## config.mk

```make
export PLATFORM = sky130hd
export DESIGN_NAME = eid_top
export DESIGN_NICKNAME = d
export VERILOG_FILES = /design/src/eid_pkg.sv /design/src/eid_detect.sv /design/src/eid_sync.sv /design/src/eid_top.sv
export SDC_FILE = /design/constraint.sdc
export NUM_CORES = 1
export LEC_CHECK = 0
export ABC_AREA = 1
export ABC_CLOCK_PERIOD_IN_PS = 1820
export BUFFER_PORTS_ARGS = -buffer_cell sky130_fd_sc_hd__clkbuf_2
export CAP_MARGIN = 10
export CORE_MARGIN = 5
export CORE_UTILIZATION = 40
export CTS_CLUSTER_DIAMETER = 50
export CTS_CLUSTER_SIZE = 10
export DETAILED_ROUTE_END_ITERATION = 6
export HOLD_SLACK_MARGIN = 0.03
export PLACE_DENSITY_LB_ADDON = 0.08
export SETUP_SLACK_MARGIN = 0.05
export SLEW_MARGIN = 0
export SYNTH_ARGS = -nofsm -noshare
export SYNTH_HDL_FRONTEND = slang
export SYNTH_SLANG_ARGS = --single-unit
```

## constraint.sdc

```tcl
create_clock -name mclk -period 1.82 [get_ports mclk]
set_input_delay 0.364 -clock mclk [delete_from_list [all_inputs] [get_ports mclk]]
set_output_delay 0.364 -clock mclk [all_outputs]
set_load 0.005 [all_outputs]
```

## src/eid_pkg.sv

```systemverilog
// eid_pkg: register map, field layout, reset values and sense encodings
// for the external request detect, flag and enable block.
// assumes a 32-bit classic wishbone slave; each register is one aligned word.
package eid_pkg;
	// number of external request lines
	localparam int NUM_LINES = 16;
	// register byte offsets
	localparam logic [7:0] OFS_ENABLE_LOW = 8'h00;
	localparam logic [7:0] OFS_ENABLE_HIGH = 8'h04;
	localparam logic [7:0] OFS_FLAG_LOW = 8'h08;
	localparam logic [7:0] OFS_FLAG_HIGH = 8'h0C;
	localparam logic [7:0] OFS_SENSE = 8'h10;
	localparam logic [7:0] OFS_SOURCE = 8'h14;
	localparam logic [7:0] OFS_SYSCTL = 8'h18;
	localparam logic [7:0] OFS_EVT_STATUS = 8'h1C;
	localparam logic [7:0] OFS_EVT_MASK = 8'h20;
	localparam logic [7:0] OFS_VECTOR = 8'h24;
	// system control field positions
	localparam int SYSCTL_NMI_EDGE_POS = 0;
	// event status field positions
	localparam int EVT_NMI_POS = 0;
	localparam int EVT_WAKE_POS = 1;
	localparam int EVT_WIDTH = 2;
	// reset values
	localparam logic [7:0] ENABLE_RESET = 8'h00;
	localparam logic [7:0] FLAG_RESET = 8'h00;
	localparam logic [31:0] SENSE_RESET = 32'h0000_0000;
	localparam logic [15:0] SOURCE_RESET = 16'h0000;
	// first vector number of lines 0..7 and of lines 8..15
	localparam logic [7:0] VEC_BASE_LOW = 8'h10;
	localparam logic [7:0] VEC_BASE_HIGH = 8'h38;
	localparam logic [7:0] VEC_NMI = 8'h07;
	// sense selection encodings
	typedef enum logic [1:0] {
		EID_SENSE_LOW = 2'b00,
		EID_SENSE_FALL = 2'b01,
		EID_SENSE_RISE = 2'b10,
		EID_SENSE_BOTH = 2'b11
	} eid_sense_e;
endpackage

```

## src/eid_detect.sv

```systemverilog
// eid_detect: per-line sense detection over synchronised samples.
// assumes inputs come from eid_sync; gives a set per line: a one-cycle pulse on edges, held while the line is low in low mode.
`timescale 1ns/1ns
module eid_detect #(
	parameter int LINES = 16
) (
	// clock and reset
	input wire logic mclk,
	input wire logic rstn,
	// synchronised levels and sense selection, two bits per line
	input wire logic [LINES-1:0] level,
	input wire logic [2*LINES-1:0] sense,
	// detection results
	output logic [LINES-1:0] hit
);
	// previous sample of every line
	typedef struct packed {
		logic [LINES-1:0] prev;
	} eid_detect_s;
	eid_detect_s st;
	eid_detect_s next_st;

	// keep the last sample for edge comparison
	always_comb begin
		next_st.prev = level;
	end

	always_ff @(posedge mclk or negedge rstn) begin
		if (!rstn) begin
			st <= '1;
		end else begin
			st <= next_st;
		end
	end

	// one detector per line
	for (genvar i = 0; i < LINES; i++) begin : g_line
		logic fall;
		logic rise;
		assign fall = st.prev[i] & ~level[i];
		assign rise = ~st.prev[i] & level[i];
		always_comb begin
			case (eid_pkg::eid_sense_e'(sense[2*i+:2]))
				eid_pkg::EID_SENSE_LOW: hit[i] = ~level[i];
				eid_pkg::EID_SENSE_FALL: hit[i] = fall;
				eid_pkg::EID_SENSE_RISE: hit[i] = rise;
				default: hit[i] = fall | rise;
			endcase
		end
	end
endmodule

```

## src/eid_sync.sv

```systemverilog
// eid_sync: two-flop synchroniser for a group of asynchronous pins.
// assumes the pins change without regard to mclk.
`timescale 1ns/1ns
module eid_sync #(
	parameter int WIDTH = 17
) (
	// clock and reset
	input wire logic mclk,
	input wire logic rstn,
	// raw and synchronised levels
	input wire logic [WIDTH-1:0] pin_in,
	input wire logic [WIDTH-1:0] reset_level,
	output logic [WIDTH-1:0] pin_sync
);
	// state of the two stages
	typedef struct packed {
		logic [WIDTH-1:0] meta;
		logic [WIDTH-1:0] sync;
	} eid_sync_s;
	eid_sync_s st;
	eid_sync_s next_st;

	// first stage only feeds the second
	always_comb begin
		next_st.meta = pin_in;
		next_st.sync = st.meta;
	end

	// registers; reset to all ones so idle-high pins show no edge
	always_ff @(posedge mclk or negedge rstn) begin
		if (!rstn) begin
			st <= '1;
		end else begin
			st <= next_st;
		end
	end

	assign pin_sync = st.sync;
endmodule

```

## src/eid_top.sv

```systemverilog
// eid_top: external request detect, flag and enable block with a wishbone
// register slave, nmi edge detection and an event interrupt output.
// assumes a classic wishbone master on mclk and an async-low rstn.
// Contract
// - sixteen enable bits, cleared at reset, gate requests
// - detection sets the line status flag
// - software clears flag only by read one, write zero
// - low level: handling clears flag when input high
// - edge modes: handling clears flag automatically
// - nmi always requested, never masked
// - config bit picks nmi rising or falling
// - each line has its own vector
// - four sense choices per line
// - line driven by primary or alternate pin
// - detection ignores port direction
// - nmi and lines wake from standby
// - sense codes 00 low,01 fall,10 rise,11 both
//
// The Wishbone slave port and the register offsets were decided locally.
`timescale 1ns/1ns
module eid_top #(
	parameter int LINES = eid_pkg::NUM_LINES
) (
	// clock and reset
	input wire logic mclk,
	input wire logic rstn,
	// wishbone slave
	input wire logic wb_cyc_i,
	input wire logic wb_stb_i,
	input wire logic wb_we_i,
	input wire logic [7:0] wb_adr_i,
	input wire logic [3:0] wb_sel_i,
	input wire logic [31:0] wb_dat_i,
	output logic [31:0] wb_dat_o,
	output logic wb_ack_o,
	output logic wb_err_o,
	// request pins, active low, sampled whatever the port direction
	input wire logic [15:0] irq_pin_n,
	input wire logic [15:0] alt_request_pin_n,
	input wire logic nmi_pin,
	// cpu side: exception handling acknowledge for one line
	input wire logic line_ack,
	input wire logic [3:0] line_ack_num,
	input wire logic standby,
	// cpu side requests
	output logic [15:0] line_req,
	output logic [7:0] req_vector,
	output logic req_valid,
	output logic nmi_req,
	output logic wake,
	// event interrupt output
	output logic irq
);
	// whole register state of the block
	typedef struct packed {
		logic [7:0] int_enable_low;
		logic [7:0] int_enable_high;
		logic [7:0] int_flag_low;
		logic [7:0] int_flag_high;
		logic [31:0] sense_select_reg;
		logic [15:0] src_alt;
		logic [7:0] system_control_reg;
		// flags seen as one by a read, armed for clearing
		logic [15:0] read_one;
		logic nmi_prev;
		logic nmi_pulse;
		logic wake;
		logic [eid_pkg::EVT_WIDTH-1:0] evt_status;
		logic [eid_pkg::EVT_WIDTH-1:0] evt_mask;
		logic ack;
		logic err;
		logic [31:0] rdata;
	} eid_top_s;
	eid_top_s st;
	eid_top_s next_st;

	// synchronised pins; bit 16 carries nmi
	logic [16:0] raw_pins;
	logic [16:0] sync_pins;
	// per-line levels and detector results after the synchroniser
	logic [15:0] line_level;
	logic [15:0] hit;
	// sixteen-bit views of the byte registers
	logic [15:0] flags;
	logic [15:0] enables;
	// nmi level and its selected edge
	logic nmi_level;
	logic nmi_edge;
	// bus request and write lane handling
	logic bus_req;
	logic [31:0] wmask;
	logic [31:0] wval;
	// flag clears from handling and from software
	logic [15:0] hw_clear;
	logic [15:0] sw_clear;
	logic [15:0] next_flags;
	// lowest pending line and whether any line is pending
	logic [3:0] best;
	logic any_req;

	// choose the source pin for every line
	always_comb begin
		for (int i = 0; i < 16; i++) begin
			// alternate pin when its select bit is set
			raw_pins[i] = st.src_alt[i] ? alt_request_pin_n[i] : irq_pin_n[i];
		end
		// nmi has a single pin
		raw_pins[16] = nmi_pin;
	end

	// pin synchroniser
	eid_sync #(
		.WIDTH(17)
	) u_sync (
		.mclk(mclk),
		.rstn(rstn),
		.pin_in(raw_pins),
		.reset_level({17{1'b1}}),
		.pin_sync(sync_pins)
	);
	// split the synchronised word into lines and nmi
	assign line_level = sync_pins[15:0];
	assign nmi_level = sync_pins[16];

	// per-line sense detectors
	eid_detect #(
		.LINES(16)
	) u_detect (
		.mclk(mclk),
		.rstn(rstn),
		.level(line_level),
		.sense(st.sense_select_reg),
		.hit(hit)
	);

	assign flags = {st.int_flag_high, st.int_flag_low};
	assign enables = {st.int_enable_high, st.int_enable_low};
	// nmi edge per selected polarity; 1 picks rising
	assign nmi_edge = st.system_control_reg[eid_pkg::SYSCTL_NMI_EDGE_POS] ?
		(~st.nmi_prev & nmi_level) : (st.nmi_prev & ~nmi_level);

	// byte-lane write mask and single-cycle request
	assign bus_req = wb_cyc_i & wb_stb_i & ~st.ack & ~st.err;
	always_comb begin
		for (int b = 0; b < 4; b++) begin
			wmask[8*b+:8] = {8{wb_sel_i[b]}};
		end
		wval = wb_dat_i;
	end

	// lowest-numbered pending line is presented first
	always_comb begin
		best = 4'h0;
		any_req = 1'b0;
		// scan downward so the lowest line wins
		for (int i = 15; i >= 0; i--) begin
			if (flags[i] & enables[i]) begin
				best = 4'(i);
				any_req = 1'b1;
			end
		end
	end

	// next-state logic: flags, registers and bus answer
	always_comb begin
		next_st = st;
		// ack and err are one-cycle pulses
		next_st.ack = 1'b0;
		next_st.err = 1'b0;
		// nmi history and registered nmi pulse
		next_st.nmi_prev = nmi_level;
		next_st.nmi_pulse = nmi_edge;
		hw_clear = '0;
		sw_clear = '0;
		// exception handling clears its own flag
		if (line_ack) begin
			// low-level mode clears only while the pin is high
			if (st.sense_select_reg[2*line_ack_num+:2] == 2'(eid_pkg::EID_SENSE_LOW)) begin
				hw_clear[line_ack_num] = line_level[line_ack_num];
			end else begin
				hw_clear[line_ack_num] = 1'b1;
			end
		end
		// bus access
		if (bus_req) begin
			if (wb_adr_i == eid_pkg::OFS_ENABLE_LOW) begin
				// enable bits of lines 0..7
				next_st.ack = 1'b1;
				next_st.rdata = {24'h000000, st.int_enable_low};
				if (wb_we_i && wb_sel_i[0]) next_st.int_enable_low = wval[7:0];
			end else if (wb_adr_i == eid_pkg::OFS_ENABLE_HIGH) begin
				// enable bits of lines 8..15
				next_st.ack = 1'b1;
				next_st.rdata = {24'h000000, st.int_enable_high};
				if (wb_we_i && wb_sel_i[0]) next_st.int_enable_high = wval[7:0];
			end else if (wb_adr_i == eid_pkg::OFS_FLAG_LOW || wb_adr_i == eid_pkg::OFS_FLAG_HIGH) begin
				// status flags; a read arms, a zero write clears
				next_st.ack = 1'b1;
				if (wb_adr_i == eid_pkg::OFS_FLAG_LOW) begin
					next_st.rdata = {24'h000000, st.int_flag_low};
					if (!wb_we_i) next_st.read_one[7:0] = st.read_one[7:0] | st.int_flag_low;
					else if (wb_sel_i[0]) sw_clear[7:0] = st.read_one[7:0] & ~wval[7:0];
				end else begin
					next_st.rdata = {24'h000000, st.int_flag_high};
					if (!wb_we_i) next_st.read_one[15:8] = st.read_one[15:8] | st.int_flag_high;
					else if (wb_sel_i[0]) sw_clear[15:8] = st.read_one[15:8] & ~wval[7:0];
				end
				// a write consumes the read-one arming of the bytes it covers
				if (wb_we_i && wb_sel_i[0]) begin
					if (wb_adr_i == eid_pkg::OFS_FLAG_LOW) next_st.read_one[7:0] = 8'h00;
					else next_st.read_one[15:8] = 8'h00;
				end
			end else if (wb_adr_i == eid_pkg::OFS_SENSE) begin
				// two sense bits per line, written per lane
				next_st.ack = 1'b1;
				next_st.rdata = st.sense_select_reg;
				if (wb_we_i) next_st.sense_select_reg = (st.sense_select_reg & ~wmask) | (wval & wmask);
			end else if (wb_adr_i == eid_pkg::OFS_SOURCE) begin
				// one alternate-pin select bit per line
				next_st.ack = 1'b1;
				next_st.rdata = {16'h0000, st.src_alt};
				if (wb_we_i) next_st.src_alt = (st.src_alt & ~wmask[15:0]) | (wval[15:0] & wmask[15:0]);
			end else if (wb_adr_i == eid_pkg::OFS_SYSCTL) begin
				// system control; bit 0 picks the nmi edge
				next_st.ack = 1'b1;
				next_st.rdata = {24'h000000, st.system_control_reg};
				if (wb_we_i && wb_sel_i[0]) next_st.system_control_reg = wval[7:0];
			end else if (wb_adr_i == eid_pkg::OFS_EVT_STATUS) begin
				// sticky events; a one written clears
				next_st.ack = 1'b1;
				next_st.rdata = {30'h00000000, st.evt_status};
				if (wb_we_i && wb_sel_i[0]) next_st.evt_status = st.evt_status & ~wval[eid_pkg::EVT_WIDTH-1:0];
			end else if (wb_adr_i == eid_pkg::OFS_EVT_MASK) begin
				// event mask for the irq output
				next_st.ack = 1'b1;
				next_st.rdata = {30'h00000000, st.evt_mask};
				if (wb_we_i && wb_sel_i[0]) next_st.evt_mask = wval[eid_pkg::EVT_WIDTH-1:0];
			end else if (wb_adr_i == eid_pkg::OFS_VECTOR) begin
				// read-only pending vector
				next_st.ack = 1'b1;
				next_st.rdata = {23'h000000, any_req, req_vector};
			end else begin
				// unmapped address answers with err
				next_st.err = 1'b1;
				next_st.rdata = 32'h00000000;
			end
		end
		// set wins over either clear
		next_flags = (flags & ~(hw_clear | sw_clear)) | hit;
		next_st.int_flag_low = next_flags[7:0];
		next_st.int_flag_high = next_flags[15:8];
		// wake while in standby on nmi or any detected line
		next_st.wake = standby & (nmi_edge | (|hit));
		// sticky events; set wins over write-one clear
		if (nmi_edge) next_st.evt_status[eid_pkg::EVT_NMI_POS] = 1'b1;
		if (next_st.wake) next_st.evt_status[eid_pkg::EVT_WAKE_POS] = 1'b1;
	end

	// single register stage for all state
	always_ff @(posedge mclk or negedge rstn) begin
		if (!rstn) begin
			// registers and flags start cleared
			st.int_enable_low <= eid_pkg::ENABLE_RESET;
			st.int_enable_high <= eid_pkg::ENABLE_RESET;
			st.int_flag_low <= eid_pkg::FLAG_RESET;
			st.int_flag_high <= eid_pkg::FLAG_RESET;
			st.sense_select_reg <= eid_pkg::SENSE_RESET;
			st.src_alt <= eid_pkg::SOURCE_RESET;
			st.system_control_reg <= 8'h00;
			st.read_one <= 16'h0000;
			// nmi history idles high like the synchroniser
			st.nmi_prev <= 1'b1;
			st.nmi_pulse <= 1'b0;
			st.wake <= 1'b0;
			st.evt_status <= '0;
			st.evt_mask <= '0;
			// bus answer idle
			st.ack <= 1'b0;
			st.err <= 1'b0;
			st.rdata <= 32'h00000000;
		end else begin
			st <= next_st;
		end
	end

	// outputs
	assign line_req = flags & enables;
	// any enabled pending line
	assign req_valid = any_req;
	// per-line vector number
	assign req_vector = best[3] ? (eid_pkg::VEC_BASE_HIGH + 8'(best[2:0])) :
		(eid_pkg::VEC_BASE_LOW + 8'(best[2:0]));
	assign nmi_req = st.nmi_pulse;
	// wake from standby; one cycle per edge, held while a low-level line is low
	assign wake = st.wake;
	// bus answer and read data come straight from flops
	assign wb_ack_o = st.ack;
	assign wb_err_o = st.err;
	assign wb_dat_o = st.rdata;
	// level interrupt while an unmasked event is pending
	assign irq = |(st.evt_status & st.evt_mask);
endmodule

```

### Word level (Yosys, flattened, before mapping)

Index checks and enable logic that the tools add are counted.

* word-level logic and storage cells: 383
* input port bits: 88
* bits in registers: 195
* output and inout bits: 62

* reduce and logical (&&, ||, !) cells: 38
* bitwise gates (word level): 136
* add/subtract/negate cells: 2
* equality and inequality tests: 53
* $lt $le $gt $ge: 2
* shift operators: 1
* multiplexer cells: 131

Operators with widths (count)
* $mux 16: 8
* $mux 32: 4
* $mux 8: 13
* $mux 4: 22
* $and 16x16->16: 5
* $and 32x32->32: 2
* $mux 1: 55
* $and 1x1->1: 54
* $or 16x16->16: 3
* $pmux 1 s3: 16
* $not 1->1: 43
* $mux 38: 1
* $mux 9: 4
* $logic_not 2->1: 17
* $eq 2x1->1 const B: 16
* $eq 2x2->1 const B: 16
* $eq 8x5->1 const B: 4
* $not 16->16: 2
* $not 32->32: 1
* $or 32x32->32: 1
* $shiftx 32x6->2: 1
* $ne 2x2->1 const B: 12
* $reduce_and 9->1: 2
* $or 1x1->1: 17
* 28 further kinds: 44

### Depth between registers and ports, before layout

Gate-level depths: netlist of run 1.

* depth after elaboration: 30
* depth in mapped cells: 22
* depth with buffers taken out: 22

### By module

A second synthesis of run 1 with hierarchy kept.

* cells, all modules: 1187
* area total of the unflattened synthesis: 10063.4 um^2

Modules (own cells, without submodules)
* eid_top: cells each 897, area each 7528.5 um^2, instances 1, seq. area each 3629.7 um^2
* eid_detect: cells each 256, area each 1641.6 um^2, instances 1, seq. area each 420.4 um^2
* eid_sync: cells each 34, area each 893.4 um^2, instances 1, seq. area each 893.4 um^2

### Worst setup path after synthesis of run 1

OpenSTA, ideal clock, no wires.

* path type: register to register
* start point: register u_sync.st, in the netlist u_sync.pin_sync[15]
* end point: register st[37] (netlist bit)
* buffers on the path: 0
* cell stages (with the launch flop): 11
* setup slack: -0.109 ns
* clock period less this slack: 1.929 ns
* library setup time: 0.120 ns
* arrival: 1.809 ns
* data required time: 1.700 ns
* cell sequence: dfstp_2 > inv_1 > ha_1 > or2_2 > and3_1 > a311oi_1 > and3_1 > nand3_1 > and2_1 > inv_1 > nand2_1

RTL lines
* from (decl): line eid_sync.sv:20 `eid_sync_s st;`
* from (signal assigned): line eid_sync.sv:34 `st <= next_st;`
* to (signal assigned): line eid_top.sv:282 `st <= next_st;`
* to (decl): line eid_top.sv:74 `eid_top_s st;`

### Worst setup path after layout of run 1

* start point: register st, in the netlist enables[14]
* end point: output req_vector[1]

* word-level cells in the longest chain between the ends: 18
* elaborated cells on any way between the ends: 19
* classes of those cells: add/sub: 2; mux: 16; bitwise: 1

Ends and longest elaborated chain
* $and 1x1->1 (*): line eid_top.sv:157 `if (flags[i] & enables[i]) begin`
* $mux 4 (*) (15 in series): line eid_top.sv:157
* $add 6x3->7 / $add 5x3->6 (equally long branches): line eid_top.sv:291, eid_top.sv:292
* $mux 7 (*): line eid_top.sv:291 `assign req_vector = best[3] ? (eid_pkg::VEC_BASE_HIGH + 8'(best[2:0])) :`
* to (decl): line eid_top.sv:47 `output logic [7:0] req_vector,`

Every way passes the cells marked *; elsewhere a longest branch is shown, timed or not.

==> metrics.txt, run 1 <==
status=finished with violations; failing checks=negative setup slack; total power=9.53 mW; Peak VDD IR=0.000498 V; Yosys warning count=0; Synth Instances=1091; CP Capture Type=output port; Fill cells=2151; Slew Viols, Final=0; CTS H-Tree Depth=4; Hold Crit Class=in2reg; core box area=24000 um2; DRC viols=0; global-route wire length before repair=49.4 mm; antenna violations before repair=1; synthesized area=9670 um2; CTS tree=yes; CTS sink count=195; Area Overhead vs Synth=47.4%; CP Max Fanout=3; final-stage net count=1578; post-DR vias/cell=5.01; Tcrit/Tclk final=1.24; Critical Path Source=enables[14]; Setup crit start kind=register; RSZ-0062 raised after global routing=yes; width of the die=165 um; Hold Vio Cnt, Final=0; FP Rows=57; Reg-to-Reg End=flags[11]; largest net degree at the start of global routing=51; CTS Buffer Depth=2; MaxCap Viol Count=0; Critical Path AT=1.90 ns; antenna viol nets, final=0; # setup viols final=28; Starting DRT DRC Count=658; critical path type=reg2out; Max stage delay cell, worst path=dfrtp_1; Post-Route Skew=0.0126 ns; Synth cell types=46; Starting Density=0.402; Critical path buffers and inverters=4; Worst Setup EP=req_vector[1]; TritonCTS Buffers=17; # IOs=150; sequential fraction of the synthesis area=0.511; Tmin final=2.26 ns; Post-Syn Area per Cell=8.86 um2; Root Buffer=clkbuf_16; number of global-route vias before repair=8800; final setup TNS=-5.70 ns; worst path required time=1.46 ns; DPL Wire Length=24.5 mm; I/O Buffers=146; fmax=442 MHz; Reg clk slew, reported paths=0.08 ns; DRT Pass-1 Iters=5; wirelength, routed=33.2 mm; fraction of layout cells with a size suffix above 1=0.472; DR WL/cell=18.5 um; worst setup margin=-0.443 ns; largest delay contributor family on the critical path=buffers and inverters; FF-to-FF path depth=8; Clock Latency Late Sink=0.44 ns; post-layout util=0.593; number of cells on the critical path=10; GRT overflow=0; pwr dens=668 nW/um2; Crit path largest cell delay=0.38 ns; antenna fix cells=0; CP cell instances=nand2_2, buf_4, buf_6, nand2_4, a21oi_2, o21bai_1, nand2_1, a21oi_2, buf_4, clkbuf_2; flop and latch count out of synthesis=195; total number of vias=8996; die height=165 um; LEAKAGE=6.98 nW; worst reg2reg setup slack=-0.30 ns; final RePlAce weighted congestion=0.937; Die Area=27400 um2; Global Route Usage Sum=0.238
==> worst min-delay path by stage <==
stage	start	to	slack, ns	depth (start not counted)
2_1_floorplan	rstn	async pin	0.07	0
3_3_place_gp	rstn	async pin	0.31	1
3_5_place_dp	rstn	async pin	0.31	1
4_1_cts	irq_pin_n[7]	u_sync.next_st[7]	0.1	3
5_1_grt	alt_request_pin_n[7]	u_sync.next_st[7]	0.11	3
6_report	irq_pin_n[7]	u_sync.next_st[7]	0.11	3
==> routing by layer <==
layer,GRT usage,up-vias,share of wire
met5,0,-,0
met4,0.0510,0,0.016
met3,0.0469,33,0.063
met2,0.384,249,0.47
met1,0.335,4386,0.45
li1,-,4328,-
==> synth_stat cells, drive strengths merged <==
master	number	share of area
nand3	47	0.024
dfstp	51	0.14
o2111ai	3	0.0027
a21boi	1	0.00078
o311ai	3	0.0027
and3	3	0.0021
nor2	85	0.036
a22o	2	0.0018
o21bai	1	0.00078
o21ai	93	0.048
o41ai	2	0.0018
nor3	32	0.018
or2	1	0.00065
ha	32	0.041
a21oi	41	0.021
a31oi	4	0.0026
o22ai	9	0.0058
a221oi	22	0.020
a311oi	3	0.0027
o211ai	9	0.0070
inv	163	0.063
and2	1	0.00065
o21a	4	0.0031
dfrtp	144	0.37
nand4	7	0.0045
o221ai	1	0.00091
nand2	223	0.087
buf	42	0.032
o31ai	6	0.0047
mux2	31	0.036
nor3b	2	0.0016
a2bb2oi	3	0.0027
nor4	6	0.0054
conb	2	0.00078
clkbuf	12	0.0047
==> tightest hold or removal path, stage by stage <==
cell      delay [ns]
clkbuf_2        0.08
nand2_1         0.05
nand2_1         0.05
==> kinds of logic (layout without fill, tap and decap cells) <==
group	count (synthesis)	in the layout	synth area share
AO/OA/AOI/OAI	207	207	0.129
buffers and inverters	217	596	0.100
multiplexers	31	31	0.0361
other	2	3	0.000777
flip-flops	195	195	0.511
adder cells (fa/ha/maj)	32	32	0.0414
AND/OR/NAND/NOR	407	407	0.181
==> layout make-up <==
class / count / area (um2) / area share
flip-flops and latches: 195 / 4950 / 0.347
multi-input cells: 680 / 4770 / 0.335
repair buffers: 401 / 2900 / 0.203
inverters: 163 / 627 / 0.0440
clock buffers: 19 / 443 / 0.0311
well taps: 324 / 405 / 0.0284
clock inverters: 13 / 160 / 0.0112
==> report_power, final <==
group	internal (mW)	switching, mW	total [mW]
sequential	4.46	0.0585	4.52
combinational	0.458	0.585	1.04
clock	2.12	1.85	3.97
==> metrics by stage <==
step	worst slack [ns]	area, um2	instances	hold WS, ns
2_1_floorplan	-0.101	9740	1092	0.0684
3_3_place_gp	-0.475	12200	1722	0.312
3_5_place_dp	-0.517	12200	1722	0.312
4_1_cts	-0.459	13600	1778	0.0998
5_1_grt	-0.584	14300	1795	0.112
6_report	-0.443	14300	1795	0.111
==> placed cells by master (no fill, tap or decap), types with 6 or more instances in the layout <==
master	Yosys	final
nand2_4	0	10
nor2_2	4	8
clkbuf_2	0	141
o21ai_2	0	8
nand3_1	47	35
inv_1	158	146
nand2_2	2	31
a221oi_1	22	6
o211ai_1	9	9
nand3_2	0	7
nor2_4	3	15
nor3_1	30	8
clkbuf_16	0	19
o22ai_1	9	7
dfrtp_1	144	139
buf_4	36	220
dfstp_2	51	51
nor2_1	78	62
nor3_4	1	13
o21ai_1	0	9
nand4_1	7	7
buf_6	2	24
buf_12	0	8
a221oi_4	0	6
inv_2	5	14
a21oi_1	41	35
ha_1	32	27
inv_6	0	6
o21ai_0	93	76
nor3_2	1	11
mux2_2	31	31
a221oi_2	0	10
nand2_1	221	181
==> what timing repair did <==
item / CTS / global route
setup buffers: 24 / 13
endpoints found under the hold margin: 24 / 0
pin swaps: 43 / 39
cloned: 0 / 6
resized for setup: 139 / 122
endpoints found under the setup margin: 55 / 138
hold buffers: 2 / 0
(Power assumes the default switching activity.)
==> run 2: changes to the inputs <==
--- a/config.mk
+++ b/config.mk
@@ -9,6 +9,7 @@
 export ABC_CLOCK_PERIOD_IN_PS = 1820
 export BUFFER_PORTS_ARGS = -buffer_cell sky130_fd_sc_hd__clkbuf_2
 export CAP_MARGIN = 10
+export CORE_ASPECT_RATIO = 2
 export CORE_MARGIN = 5
 export CORE_UTILIZATION = 40
 export CTS_CLUSTER_DIAMETER = 50
==> run 2 against run 1 <==
The flow still finishes with violations (negative setup slack). Clock power shrank 3%. Largest cell class unchanged. Combinational power is essentially flat. Utilization grew 0.30 points. Critical endpoint is now req_vector[0]. Clock skew shrank 0.00075 ns. Sequential share of layout area grew 0.12 points. Highest routed layer unchanged. Via count shrank 0.12%. Setup slack lost 0.075 ns. Register-to-register slack lost 0.22 ns. Non-clock buffer count is the same.
==> metrics.txt, run 2 (synthesis results as in run 1) <==
met3 WL post-DR=1.16 mm; Worst path most repeated cell=nand2_1; fmax=428 MHz; RSZ-0062 raised after global routing=yes; Global Route Usage Sum=0.259; commonest non-fill, non-tap cell in the layout=buf_4; Hold Vio Cnt, Final=0; pre-CTS setup slack=-0.774 ns; # setup viols final=29; Reg clk slew, reported paths=0.08 ns; top layer in use=met4; # IOs=150; I/O Buffers=146; Crit path largest cell delay=0.41 ns; TritonCTS Buffers=17; met2 wire len=20.1 mm; final RePlAce weighted congestion=0.893; Setup crit start kind=register; Starting Density=0.406; status=finished with violations; FF-to-FF path depth=27; WHS Path Cells=3; final std cells w/o fill=1758; critical path type=reg2out; width of the die=120 um; failing checks=negative setup slack; CTS tree=yes; CTS Buffer Depth=2; antenna violations before repair=0; CP cell instances=nand2_2, buf_6, nand2_2, nand2_1, nand2_1, nand2_1, nand2_1, nand2_1, nand2_1, nand2_1, nand2_2, nand2_1, nand2_1, nand2_1, nand2_2, a21oi_2, buf_2; Slew @ Worst Pin=0.577 ns; Fill cells=2175; pwr dens=663 nW/um2; antenna viol nets, final=0; Rel. slew slack=0.614; MaxCap Viol Count=0; Root Buffer=clkbuf_16; GRT overflow=0; core box area=23800 um2; Clock Latency Late Sink=0.46 ns; Starting DRT DRC Count=451; DRT Pass-1 Iters=5; number of global-route vias before repair=9408; wirelength, routed=35.9 mm; Critical path buffers and inverters=2; FP Rows=80; Die Area=27600 um2; Critical Path AT=1.97 ns; Area Overhead vs Synth=46.8%; CTS sink count=195; largest delay contributor family on the critical path=simple AND/OR/NAND/NOR gates; hold_ws=0.0946 ns; most frequent cells in the layout=buf_4, nand2_1, inv_1; final-stage net count=1578; DPL Wire Length=27.3 mm; Hold Crit Class=in2reg; antenna fix cells=0; worst setup margin=-0.518 ns; global-route wire length before repair=53.2 mm; dpl cells=1688; post-DR vias/cell=5.11; M1 WL=12.5 mm; Max stage delay cell, worst path=dfrtp_1; CTS H-Tree Depth=4; total number of vias=8985; largest net degree at the start of global routing=60; fraction of layout cells with a size suffix above 1=0.462; Tmin final=2.34 ns; CP Max Fanout=2; number of cells on the critical path=17; Peak VDD IR=0.000569 V; Post-Route Skew=0.0118 ns; worst path required time=1.46 ns; LEAKAGE=7.01 nW; CP Capture Type=output port; Tcrit/Tclk final=1.28; DRC viols=0; Slew Viols, Final=0; die height=230 um; DR WL/cell=20.4 um
-- run 2: cell types whose count changed in the layout (fill, tap and decap cells not counted), moves of 5 or more --
cell / previous run / this run
buf_6: 24 / 31
buf_4: 220 / 213
nand2_2: 31 / 23
o21ai_0: 76 / 69
o21ai_1: 9 / 20
inv_2: 14 / 9
nand2_1: 181 / 188
-- run 2: metrics by stage --
step / total power, mW / TNS, ns / area [um2] / utilization
after floorplan: 4.87 / -0.329 / 9740 / -
after global placement: 5.42 / -53.93 / 12200 / 0.512
after detailed placement: 5.43 / -55.99 / 12200 / 0.512
after CTS: 9.42 / -5.59 / 13600 / 0.569
after global routing: 9.75 / -10.01 / 14200 / 0.596
final: 9.41 / -7.18 / 14200 / 0.596
-- run 2: where the power goes --
part           switching (mW)  internal, mW  leakage [nW]
clock network            1.89          1.95         0.286
logic                   0.598         0.449          4.29
registers              0.0600          4.46          2.44
-- run 2: path summary, 6_finish.rpt --
kind / start / to / slack [ns]
worst max-delay path: flags[14] / req_vector[0] / -0.52
worst min-delay path: alt_request_pin_n[7] / u_sync.next_st[7] / 0.09
worst max register to register: flags[14] / wb_dat_o[0] / -0.52
worst min register to register: u_sync.next_st[9] / u_sync.pin_sync[9] / 0.35
max in group asynchronous: rstn / u_detect.st[8] / 0.80
min in group asynchronous: rstn / async pin / 0.36
-- run 2: cell type report --
| type | count | area (um2) | share of cell area |
|---|---|---|---|
| sequential | 195 | 4950 | 0.348 |
| multi-input combinational | 680 | 4730 | 0.333 |
| timing repair buffer | 401 | 2940 | 0.207 |
| inverter | 163 | 639 | 0.0450 |
| clock buffer | 17 | 425 | 0.0300 |
| tap | 287 | 359 | 0.0253 |
| clock inverter | 15 | 164 | 0.0115 |
-- run 2: worst register-to-register path, stage by stage, from the launching register on --
cell and delay, ns:
dfrtp_1 0.41, nand2_2 0.09, buf_6 0.10, nand2_2 0.04, nand2_1 0.05, nand2_1 0.04
nand2_1 0.05, nand2_1 0.04, nand2_1 0.07, nand2_1 0.05, nand2_1 0.06, nand2_2 0.05
nand2_1 0.05, nand2_1 0.05, nand2_1 0.06, nand2_2 0.07, buf_6 0.12, buf_6 0.10
buf_6 0.10, buf_6 0.10, buf_6 0.11, nand2_4 0.05, nand3_2 0.08, nand4_1 0.08
nand2_1 0.09, nand2_1 0.07, nand2_1 0.04, nand2_1 0.06
-- run 2: routing by layer --
metal  vias up  GRT usage
met5         -          0
met4         0      0.141
met1      4372      0.262
met3        85     0.0482
met2       223      0.488
li1       4305          -
-- run 2: repair_timing --
item | 4_1_cts | 5_1_grt
endpoints found under the setup margin | 93 | 125
pin swaps | 33 | 52
hold buffers | 2 | 0
gates resized for setup | 135 | 130
cloned | 0 | 4
setup buffers | 22 | 13
hold endpoints to repair | 25 | 0
==> run 3: changes to the inputs <==
--- a/config.mk
+++ b/config.mk
@@ -7,7 +7,6 @@
 export LEC_CHECK = 0
 export ABC_AREA = 1
 export ABC_CLOCK_PERIOD_IN_PS = 1820
-export BUFFER_PORTS_ARGS = -buffer_cell sky130_fd_sc_hd__clkbuf_2
 export CAP_MARGIN = 10
 export CORE_ASPECT_RATIO = 2
 export CORE_MARGIN = 5
@@ -15,6 +14,7 @@
 export CTS_CLUSTER_DIAMETER = 50
 export CTS_CLUSTER_SIZE = 10
 export DETAILED_ROUTE_END_ITERATION = 6
+export DONT_BUFFER_PORTS = 1
 export HOLD_SLACK_MARGIN = 0.03
 export PLACE_DENSITY_LB_ADDON = 0.08
 export SETUP_SLACK_MARGIN = 0.05
==> run 3 against run 2 <==
The run ends with negative hold slack, negative setup slack left. First-iteration DRC count is 15% higher. Sequential power hardly changed. Global-route usage is 0.58 points lower. Count of clock-buffer cells in the layout is 2 higher. Sequential cell count stayed put. Wire length is 3.5% lower. Highest routed layer unchanged. Maximum frequency is 1.5% lower. Die area stayed put. Non-clock buffer count is 142 lower. Sequential share of layout area is 2.3 points higher. Clock power is 5.5% lower. Critical path depth stayed put.
==> metrics.txt, run 3 (synthesis results as in run 1) <==
status=finished with violations; failing checks=negative hold slack, negative setup slack; Worst path most repeated cell=nand2_1; met2 wire len=19.3 mm; FP Rows=80; internal power=6.67 mW; CTS sink count=195; final-stage net count=1436; DPL Wire Length=26.3 mm; Hold Vio Cnt, Final=195; Starting Density=0.406; DR WL/cell=21.4 um; Global Route Usage Sum=0.253; Reg clk slew, reported paths=0.07 ns; DRC viols=0; Tmin final=2.37 ns; CP Capture Type=output port; number of global-route vias before repair=8716; FF-to-FF path depth=10; Area Overhead vs Synth=37.8%; Slew Viols, Final=0; final RePlAce weighted congestion=0.994; total number of vias=8435; worst reg2reg setup slack=-0.36 ns; Critical Path AT=2.01 ns; LEAKAGE=6.30 nW; hold_ws=-0.401 ns; wirelength, routed=34.6 mm; Crit path largest cell delay=0.41 ns; pwr dens=673 nW/um2; Root Buffer=clkbuf_16; RSZ-0062 raised after global routing=yes; total power=8.97 mW; post-DR vias/cell=5.22; antenna violations before repair=0; Placed Area=11400 um2; Die Area=27600 um2; antenna viol nets, final=0; Clock Latency Late Sink=0.46 ns; fmax=421 MHz; Peak VDD IR=0.000606 V; Starting DRT DRC Count=520; MaxCap Viol Count=0; Clock Power Share=0.405; # setup viols final=24; fin area=13300 um2; Logic pwr share=0.090; width of the die=120 um; core box area=23800 um2; Net Switching=2.29 mW; die height=230 um; switch share=0.256; most frequent cells in the layout=buf_4, nand2_1, inv_1; dpl cells=1542; antenna fix cells=0; critical path type=reg2out; fraction of layout cells with a size suffix above 1=0.394; Hold Crit Class=in2async; post-layout util=0.559; Tcrit/Tclk final=1.30; CTS H-Tree Depth=4; Reg2Reg Launch Point=u_sync.pin_sync[15]; CP Max Fanout=2; CTS Buffer Depth=2; Post-Route Skew=0.00762 ns; TritonCTS Buffers=17; I/O Buffers=0; Setup crit start kind=register; worst setup margin=-0.553 ns; Max stage delay cell, worst path=dfrtp_1; global-route wire length before repair=51.8 mm; CP cell instances=nand2_1, buf_6, nand2_2, nand2_1, nand2_1, nand2_1, nand2_1, nand2_1, nand2_1, nand2_1, nand2_2, nand2_2, nand2_1, nand2_1, nand2_2, buf_6, a21oi_4; Reg-to-Reg End=st[37]; largest net degree at the start of global routing=196; final std cells w/o fill=1616; GRT overflow=0; met3 WL post-DR=1.40 mm; # IOs=150; DRT Pass-1 Iters=5; commonest non-fill, non-tap cell in the layout=buf_4; top layer in use=met4; CTS tree=yes; Fill cells=2227; worst path required time=1.46 ns; sequential power share=0.504; M1 WL=11.9 mm
-- run 3: cell types whose count changed in the layout (fill, tap and decap cells not counted), moves of 7 or more --
| cell | previous run | this run |
|---|---|---|
| buf_6 | 31 | 24 |
| clkbuf_2 | 141 | 0 |
| dlygate4sd3_1 | 2 | 9 |
| o21ai_0 | 69 | 86 |
| o21ai_1 | 20 | 5 |
-- run 3: critical path: cells and delay by family, from the launching register on --
kind	cells	cell delay [ns]
buffers and inverters	2	0.23
AO/OA/AOI/OAI	1	0.11
AND/OR/NAND/NOR	14	0.81
flip-flops	1	0.41
-- run 3: cell type report --
type / instances / area (um2) / share of cell area
flip-flops and latches: 195 / 4950 / 0.371
multi-input cells: 680 / 4650 / 0.349
repair buffers: 259 / 2180 / 0.164
inverters: 163 / 632 / 0.0474
clock buffers: 19 / 453 / 0.0340
well taps: 287 / 359 / 0.0269
clock inverters: 13 / 103 / 0.00770
-- run 3: worst max-delay path by stage --
stage | start | to | cells past startpoint
after floorplan | u_sync.pin_sync[15] | st[37] | 10
after global placement | u_sync.pin_sync[11] | st[37] | 10
after detailed placement | u_sync.pin_sync[11] | st[37] | 10
after CTS | flags[15] | req_vector[0] | 18
after global routing | flags[15] | req_vector[0] | 18
final | flags[14] | req_vector[0] | 17
-- run 3: routing by layer --
layer | track usage | vias up
met5 | 0 | -
met4 | 0.138 | 0
met3 | 0.0526 | 78
met2 | 0.475 | 218
met1 | 0.254 | 4113
li1 | - | 4026
-- run 3: power groups by stage --
stage	logic (mW)	clock network, mW	registers [mW]
global route	0.873	3.91	4.53
global placement	0.593	0	4.60
CTS	0.741	3.73	4.52
finish	0.810	3.63	4.52
detailed placement	0.601	0	4.60
floorplan	0.291	0	4.58
-- run 3: what timing repair did --
action / CTS / global route
gates cloned: 0 / 2
pin swaps: 49 / 44
resized for setup: 139 / 81
setup buffers: 22 / 13
hold endpoints to repair: 202 / 196
hold buffers: 8 / 1
setup endpoints to repair: 96 / 138
-- run 3: through the flow --
step           TNS, ns  hold slack (ns)  setup WS [ns]
2_1_floorplan   -0.329           0.0684         -0.101
3_3_place_gp    -46.15           0.0742         -0.718
3_5_place_dp    -47.88           0.0758         -0.723
4_1_cts          -4.63           -0.422         -0.629
5_1_grt          -7.53           -0.427         -0.741
6_report         -4.48           -0.401         -0.553
